File: config.mk
export PLATFORM = sky130hd
export DESIGN_NAME = plmrs_core
export DESIGN_NICKNAME = d
export VERILOG_FILES = /design/src/shared/plmrs_pkg.sv /design/src/rtl/plmrs_sync2.sv /design/src/rtl/plmrs_core.sv
export SDC_FILE = /design/constraint.sdc
export NUM_CORES = 1
export LEC_CHECK = 0
export BUFFER_PORTS_ARGS = -buffer_cell sky130_fd_sc_hd__clkbuf_2
export CAP_MARGIN = 20
export CORE_AREA = 2 2 133 135
export DETAILED_ROUTE_END_ITERATION = 6
export DIE_AREA = 0 0 135 137
export MAX_ROUTING_LAYER = met4
export PLACE_DENSITY = 0.79
export REMOVE_ABC_BUFFERS = 1
export SLEW_MARGIN = 20
export SYNTH_ARGS = -nofsm -noshare
export SYNTH_HDL_FRONTEND = slang
export SYNTH_SLANG_ARGS = --single-unit
export TNS_END_PERCENT = 20
File: constraint.sdc
create_clock -name ref_clk_i -period 5.7 [get_ports ref_clk_i]
set_input_delay 1.14 -clock ref_clk_i [delete_from_list [all_inputs] [get_ports ref_clk_i]]
set_output_delay 1.14 -clock ref_clk_i [all_outputs]
set_load 0.005 [all_outputs]
File: src/shared/plmrs_pkg.sv
// package for the macrocell reset, preload and security block
// assumes a single 25 MHz clock and no register bus
package plmrs_pkg;
  localparam int          NUM_CELLS         = 8;
  localparam int          NUM_TERMS         = 8;
  localparam int          SIG_BYTES         = 8;
  localparam int          CLK_PERIOD_NS     = 40;
  // power-up reset interval, typical and maximum, in ns
  localparam int          PUR_TYP_NS        = 600;
  localparam int          PUR_MAX_NS        = 1000;
  // reset hold count: longest time, rounded down, at least one cycle
  localparam int          PUR_CYCLES_RAW    = PUR_MAX_NS / CLK_PERIOD_NS;
  localparam int          PUR_CYCLES        = (PUR_CYCLES_RAW < 1) ? 1 : PUR_CYCLES_RAW;
  localparam logic [5:0]  PUR_COUNT         = 6'(PUR_CYCLES);
  localparam logic [7:0]  CELL_RESET        = 8'h00;
  localparam logic [63:0] SIG_RESET         = 64'h0;
  localparam int          OE_TERM           = 7;

  typedef enum logic [1:0] {
    PLMRS_MODE_SIMPLE     = 2'b00,
    PLMRS_MODE_COMPLEX    = 2'b01,
    PLMRS_MODE_REGISTERED = 2'b10
  } plmrs_mode_t;

  typedef enum logic [1:0] {
    PLMRS_CELL_REG_OUT  = 2'b00,
    PLMRS_CELL_COMB_IO  = 2'b01,
    PLMRS_CELL_COMB_OUT = 2'b10,
    PLMRS_CELL_INPUT    = 2'b11
  } plmrs_cell_t;
endpackage

File: src/rtl/plmrs_sync2.sv
// two-flop synchroniser for a bus of pin levels
// assumes inputs asynchronous to ref_clk_i
`timescale 1ns/1ps
module plmrs_sync2 #(
  parameter int          WIDTH = 1,
  parameter logic [WIDTH-1:0] INIT = '0
) (
  input  wire logic             ref_clk_i,
  input  wire logic             rst_n_i,
  input  wire logic [WIDTH-1:0] async_i,
  output logic      [WIDTH-1:0] sync_o
);
  logic [WIDTH-1:0] meta_reg;
  logic [WIDTH-1:0] sync_reg;
  logic [WIDTH-1:0] meta_next;
  logic [WIDTH-1:0] sync_next;

  always_comb begin
    meta_next = async_i;
    sync_next = meta_reg;
  end

  always_ff @(posedge ref_clk_i or negedge rst_n_i) begin
    if (!rst_n_i) begin
      meta_reg <= INIT;
      sync_reg <= INIT;
    end else begin
      meta_reg <= meta_next;
      sync_reg <= sync_next;
    end
  end

  assign sync_o = sync_reg;
endmodule

File: src/rtl/plmrs_core.sv
// eight-macrocell logic core with power-up clear, preload, security lock
// assumes pins arrive asynchronously; array terms come from on-chip logic
//
// Contract
// - at power-up every macrocell register is cleared low asynchronously.
// - registered outputs are inverted, so each shows high right after reset.
// - a preload path forces each register high or low individually.
// - once the security fuse is set, verify and preload are refused at once.
// - a 64-bit eight-byte user signature stays readable even when locked.
// - each macrocell is a registered output, comb I/O, comb output or input.
// - the device runs in exactly one of three device-wide modes.
// - undriven input and I/O pins read high as if weakly pulled up.
// - registered cells use the common clock and the shared low-active enable.
// - comb cells in registered mode use one term for enable, seven for sum.
`timescale 1ns/1ps
module plmrs_core
  import plmrs_pkg::*;
#(
  parameter int NCELL = plmrs_pkg::NUM_CELLS
) (
  input  wire logic                      ref_clk_i,
  input  wire logic                      rst_n_i,
  input  wire plmrs_pkg::plmrs_mode_t    mode_i,
  input  wire logic [2*NCELL-1:0]        cell_cfg_i,
  input  wire logic [NCELL*8-1:0]        terms_i,
  input  wire logic [NCELL-1:0]          io_pin_i,
  input  wire logic [NCELL-1:0]          io_drv_i,
  input  wire logic                      oe_n_pin_i,
  input  wire logic                      sec_fuse_set_i,
  input  wire logic                      preload_req_i,
  input  wire logic [NCELL-1:0]          preload_data_i,
  input  wire logic                      verify_req_i,
  input  wire logic [NCELL*8-1:0]        verify_pattern_i,
  input  wire logic                      sig_wr_i,
  input  wire logic [2:0]                sig_idx_i,
  input  wire logic [7:0]                sig_wdata_i,
  output logic [NCELL-1:0]               pin_o,
  output logic [NCELL-1:0]               pin_oe_o,
  output logic [NCELL-1:0]               array_fb_o,
  output logic [NCELL*8-1:0]             verify_data_o,
  output logic                           verify_valid_o,
  output logic                           req_refused_o,
  output logic                           secured_o,
  output logic [63:0]                    signature_o,
  output logic                           pur_busy_o
);
  import plmrs_pkg::*;

  logic [NCELL-1:0]   pin_sync;
  logic [NCELL-1:0]   drv_sync;
  logic               oe_n_sync;
  logic [NCELL-1:0]   cell_reg,    cell_next;
  logic [NCELL-1:0]   pin_reg,     pin_next;
  logic [NCELL-1:0]   oe_reg,      oe_next;
  logic [NCELL-1:0]   fb_reg,      fb_next;
  logic               lock_reg,    lock_next;
  logic [63:0]        sig_reg,     sig_next;
  logic [NCELL*8-1:0] vdata_reg,   vdata_next;
  logic               vvalid_reg,  vvalid_next;
  logic               refused_reg, refused_next;
  logic [5:0]         pur_reg,     pur_next;
  logic               busy_reg,    busy_next;
  logic               lock_now;
  logic [NCELL-1:0]   reg_d;
  logic [NCELL-1:0]   comb_val;
  logic [NCELL-1:0]   comb_oe;
  logic [NCELL-1:0]   pin_seen;

  plmrs_sync2 #(.WIDTH(2*NCELL+1), .INIT({(2*NCELL+1){1'b1}})) u_sync (
    .ref_clk_i (ref_clk_i),
    .rst_n_i   (rst_n_i),
    .async_i   ({io_pin_i, io_drv_i, oe_n_pin_i}),
    .sync_o    ({pin_sync, drv_sync, oe_n_sync})
  );

  // lock acts in the same cycle the fuse is set
  assign lock_now = lock_reg | sec_fuse_set_i;

  genvar g;
  generate
    for (g = 0; g < NCELL; g++) begin : g_cell
      logic [7:0] t;
      assign t = terms_i[g*8 +: 8];
      assign reg_d[g] = |t;
      // seven-term sum, term seven gates enable outside simple mode
      assign comb_val[g] = |t[OE_TERM-1:0];
      assign comb_oe[g]  = (mode_i == PLMRS_MODE_SIMPLE) ? 1'b1 : t[OE_TERM];
      // undriven pin reads high
      assign pin_seen[g] = drv_sync[g] ? pin_sync[g] : 1'b1;
    end
  endgenerate

  always_comb begin
    plmrs_cell_t ct;
    ct           = PLMRS_CELL_REG_OUT;
    cell_next    = cell_reg;
    pin_next     = pin_reg;
    oe_next      = oe_reg;
    fb_next      = fb_reg;
    lock_next    = lock_now;
    sig_next     = sig_reg;
    vdata_next   = '0;
    vvalid_next  = 1'b0;
    refused_next = 1'b0;
    pur_next     = (pur_reg != 6'h00) ? pur_reg - 6'h01 : 6'h00;
    busy_next    = (pur_next != 6'h00);
    for (int i = 0; i < NCELL; i++) begin
      ct = plmrs_cell_t'(cell_cfg_i[2*i +: 2]);
      if (mode_i == PLMRS_MODE_REGISTERED && ct == PLMRS_CELL_REG_OUT) begin
        cell_next[i] = reg_d[i];
        pin_next[i]  = ~cell_reg[i];
        oe_next[i]   = ~oe_n_sync;
        fb_next[i]   = cell_reg[i];
      end else if (ct == PLMRS_CELL_INPUT) begin
        pin_next[i]  = 1'b1;
        oe_next[i]   = 1'b0;
        fb_next[i]   = pin_seen[i];
      end else begin
        pin_next[i]  = comb_val[i];
        oe_next[i]   = comb_oe[i];
        fb_next[i]   = (ct == PLMRS_CELL_COMB_IO) ? pin_seen[i] : comb_val[i];
      end
    end
    if (preload_req_i) begin
      if (lock_now) begin
        refused_next = 1'b1;
      end else begin
        cell_next = preload_data_i;
        pin_next  = ~preload_data_i;
      end
    end
    if (verify_req_i) begin
      if (lock_now) begin
        refused_next = 1'b1;
      end else begin
        vdata_next  = verify_pattern_i;
        vvalid_next = 1'b1;
      end
    end
    if (sig_wr_i) begin
      sig_next[sig_idx_i*8 +: 8] = sig_wdata_i;
    end
  end

  always_ff @(posedge ref_clk_i or negedge rst_n_i) begin
    if (!rst_n_i) begin
      cell_reg    <= CELL_RESET;
      pin_reg     <= ~CELL_RESET;
      oe_reg      <= '0;
      fb_reg      <= CELL_RESET;
      lock_reg    <= 1'b0;
      sig_reg     <= SIG_RESET;
      vdata_reg   <= '0;
      vvalid_reg  <= 1'b0;
      refused_reg <= 1'b0;
      pur_reg     <= PUR_COUNT;
      busy_reg    <= 1'b1;
    end else begin
      cell_reg    <= cell_next;
      pin_reg     <= pin_next;
      oe_reg      <= oe_next;
      fb_reg      <= fb_next;
      lock_reg    <= lock_next;
      sig_reg     <= sig_next;
      vdata_reg   <= vdata_next;
      vvalid_reg  <= vvalid_next;
      refused_reg <= refused_next;
      pur_reg     <= pur_next;
      busy_reg    <= busy_next;
    end
  end

  assign pin_o          = pin_reg;
  assign pin_oe_o       = oe_reg;
  assign array_fb_o     = fb_reg;
  assign verify_data_o  = vdata_reg;
  assign verify_valid_o = vvalid_reg;
  assign req_refused_o  = refused_reg;
  assign secured_o      = lock_reg;
  assign signature_o    = sig_reg;
  // window where outside clocking must stay quiet
  assign pur_busy_o     = busy_reg;

  AST_LOCK_STICKY: assert property (@(posedge ref_clk_i) disable iff (!rst_n_i)
    lock_reg |=> lock_reg) else $error("lock dropped");
  AST_FUSE_LOCKS: assert property (@(posedge ref_clk_i) disable iff (!rst_n_i)
    sec_fuse_set_i |=> secured_o) else $error("fuse did not lock");
  AST_LOCKED_VERIFY: assert property (@(posedge ref_clk_i) disable iff (!rst_n_i)
    (verify_req_i && lock_now) |=> (req_refused_o && !verify_valid_o))
    else $error("verify served while locked");
  AST_VERIFY_OK: assert property (@(posedge ref_clk_i) disable iff (!rst_n_i)
    (verify_req_i && !lock_now) |=> (verify_valid_o && verify_data_o == $past(verify_pattern_i)))
    else $error("verify not served");
  AST_LOCKED_PRELOAD: assert property (@(posedge ref_clk_i) disable iff (!rst_n_i)
    (preload_req_i && lock_now && mode_i != PLMRS_MODE_REGISTERED) |=> $stable(cell_reg))
    else $error("preload changed locked regs");
  AST_PRELOAD: assert property (@(posedge ref_clk_i) disable iff (!rst_n_i)
    (preload_req_i && !lock_now) |=> (cell_reg == $past(preload_data_i)))
    else $error("preload not applied");
  AST_SIG_WRITE: assert property (@(posedge ref_clk_i) disable iff (!rst_n_i)
    sig_wr_i |=> (signature_o[$past(sig_idx_i)*8 +: 8] == $past(sig_wdata_i)))
    else $error("signature write lost");
  AST_REG_OUT_INV: assert property (@(posedge ref_clk_i) disable iff (!rst_n_i)
    (mode_i == PLMRS_MODE_REGISTERED && cell_cfg_i[1:0] == 2'b00 && !preload_req_i)
    |=> (pin_o[0] == ~$past(cell_reg[0]))) else $error("reg output not inverted");
  AST_PUR_COUNT: assert property (@(posedge ref_clk_i) disable iff (!rst_n_i)
    (pur_reg == PUR_COUNT) |-> (cell_reg == CELL_RESET && pin_o == ~CELL_RESET))
    else $error("registers not cleared at power-up");
  AST_PUR_ENDS: assert property (@(posedge ref_clk_i) disable iff (!rst_n_i)
    pur_busy_o |-> ##[1:25] !pur_busy_o) else $error("reset interval too long");

  COV_PRELOAD: cover property (@(posedge ref_clk_i) disable iff (!rst_n_i)
    preload_req_i && !lock_now);
  COV_LOCK_REFUSE: cover property (@(posedge ref_clk_i) disable iff (!rst_n_i)
    req_refused_o);
  COV_VERIFY: cover property (@(posedge ref_clk_i) disable iff (!rst_n_i) verify_valid_o);
  COV_SIG_LOCKED: cover property (@(posedge ref_clk_i) disable iff (!rst_n_i)
    sig_wr_i && secured_o);
  COV_PUR_DONE: cover property (@(posedge ref_clk_i) disable iff (!rst_n_i)
    $fell(pur_busy_o));
endmodule

==> impl_results.md <==
- Status: finished clean
- CP Cell Sequence: clkbuf_2 -> inv_1 -> ha_1 -> ha_1 -> nand4b_1 -> mux2_2
- Routed len/inst: 17.0 um
- ANT nets after route: 0
- # Post-CTS Setup Buffers: 0
- Drt pass-1 iters: 4
- Resized Gates After CTS: 0
- WP buf/inv: 2
- Max clock buf depth: 3
- Syn_area_per_cell: 11.8 um2
- Reg clk slew, reported paths: 0.06 ns
- Gr ovfl total: 0
- Slowest CP cell: ha_1
- I/O Buffers: 343
- Commonest non-fill, non-tap cells in the layout: clkbuf_2 (342), dfrtp_1 (158), o21ai_0 (82)
- Dpl hpwl: 15600 um
- Placer Congestion: 0.887
- Worst Max-Slew Pin Slew: 0.980 ns
- Number of synthesized flops with an enable pin: 0
- Power Dens Cells: 333 nW/um2
- Die area: 18500 um2
- CTS tree: yes
- Crit Path Category: in2reg
- Sequential area share after synthesis: 64.9%
- Slowest stage delay, CP: 0.93 ns
- Synth top area share: 49.7%
- CTS H-tree depth: 1
- CTS Hold Bufs: 0
- Reg2Reg Depth: 5
- Critical Path Stages: 6
- Die Height: 137 um
- Distinct cells, synth: 40
- Share of cells above drive strength 1: 45.2%
- Largest net degree at the start of global routing: 121
- Worst EP required: 6.08 ns
- Final hold violations: 0
- Die W: 135 um
- Synthesized flop and latch total: 204
- Critical Path Start Type: input pin
- First-pass GRT wire length: 32500 um
- Vias: 6492
- Tot GR Track Use: 23.1%
- Worst-path fanout max: 33
- Ranking of synthesized cells by area: dfrtp_1 (50%), dfstp_2 (15%), o21ai_0 (5.2%)
- Starting DRT DRC Count: 315
- Worst skew pair latency: 0.49 ns
- Final setup skew: 0.0105 ns
- Initial antenna violation count: 0
- Number of global-route vias before repair: 6362
- Tot Pwr: 0.00354 W
- Gate count after technology mapping: 676
- Syn. warnings: 0
- Core ar.: 17100 um2
- Asr flop ratio synth: 100%
- Synth Flop Type: dfrtp_1
- Layout Area Growth over Synthesis: 33.7%
- Post-Syn Area: 7950 um2
- Period minus WS final: 3.20 ns
- Fin nets: 1208
- Cell Rows: 48
- Max IR drop VDD: 0.302 mV
- TritonCTS Buffers: 22
- Achievable Freq: 0.313 GHz
- Non-Filler Instances: 1256
- Leakage: 5.62 nW
- Placed cells: 1216
- Post-synth top area cell: dfrtp_1
- Unrepaired setup endpoints after global routing: no
- CTS Sinks: 204
- Diodes inserted: 0
- Vias/cell: 5.17
- DRC: 0
- Critical path's top delay family: adder cells
- Most used cell, CP: ha_1
- Worst slew margin: 34.7%
- Initial Utilization: 46.6%
- Final Cycle Share: 56.1%
- Final Slew Violations: 0
- Crit. End Element: flop
- Root Driver: clkbuf_16
- Worst min-delay path category: reg2reg
- Max cap viols: 0
- Endpoints failing setup: 0
- Most common cell after layout, fill and taps aside: clkbuf_2
- Worst Path Arrival: 3.58 ns
- Total negative slack: 0 ns
- Routed WL: 21400 um
- Hold path cells: 0
- I/O Pins: 344
## worst paths after layout
kind	startpoint	to	slack, ns
min in group asynchronous	rst_n_i	verify_data_o[6]	0.80
max in group asynchronous	rst_n_i	signature_o[40]	3.77
setup reg to reg	secured_o	pin_o[7]	3.24
setup / recovery	sig_idx_i[0]	signature_o[16]	2.50
hold / removal	u_sync.meta_reg[1]	u_sync.sync_o[1]	0.35
hold reg to reg	u_sync.meta_reg[1]	u_sync.sync_o[1]	0.35
## report_power, final
group          switching, W  internal [W]
combinational      0.000220      0.000200
sequential        0.0000673       0.00159
clock              0.000552      0.000911
total              0.000839       0.00270
## through the flow
| step | hold slack (ns) | worst slack [ns] | util, % | cell area, um2 |
|---|---|---|---|---|
| finish | 0.352 | 2.50 | 62.3 | 10600 |
| CTS | 0.355 | 2.52 | 62.3 | 10600 |
| detailed placement | 0.347 | 1.99 | 57.8 | 9860 |
| global route | 0.357 | 2.24 | 62.3 | 10600 |
| floorplan | 0.345 | 2.17 | - | 7830 |
| global placement | 0.345 | 2.10 | 57.8 | 9860 |
## metal layers
layer	vias up	GRT usage, %	wire length, um
met5	-	-	0
met3	47	4.48	1650
met2	317	39.2	10600
met4	0	6.77	531
met1	3110	28.3	8600
li1	3018	-	-
## logic make-up after synthesis
group | count (synthesis) | share of synthesized area, %
fa+ha+maj | 5 | 0.787
simple gates | 244 | 16.8
flops | 204 | 64.9
mux | 40 | 5.54
buf+inv | 56 | 2.74
xor+xnor | 1 | 0.110
compound gates | 126 | 9.08
## cells in the mapped netlist (2+ instances only)
cell	instances
clkbuf_1	25
nor3_2	2
and2_1	2
ha_1	5
nand2_1	64
mux2i_1	8
a211o_1	8
o21ai_0	82
nand3_1	11
dfstp_2	46
o41ai_1	2
nor3_1	15
and3_1	65
nand4b_1	2
o31ai_1	8
nand2b_1	15
buf_2	5
nor2b_1	20
o2bb2ai_1	8
mux2_2	32
inv_1	25
nor3b_1	9
dfrtp_1	158
a21oi_1	17
nor2_1	20
nor4_1	8
## cell type report
cell class	instances	area, um2
fill	1380	6420
multi-input combinational	416	2580
timing repair buffer	346	1750
clock inverter	3	40.0
clock buffer	37	728
tap	225	282
inverter	25	93.8
sequential	204	5160
Note: power is estimated with default switching activity, not from simulation.
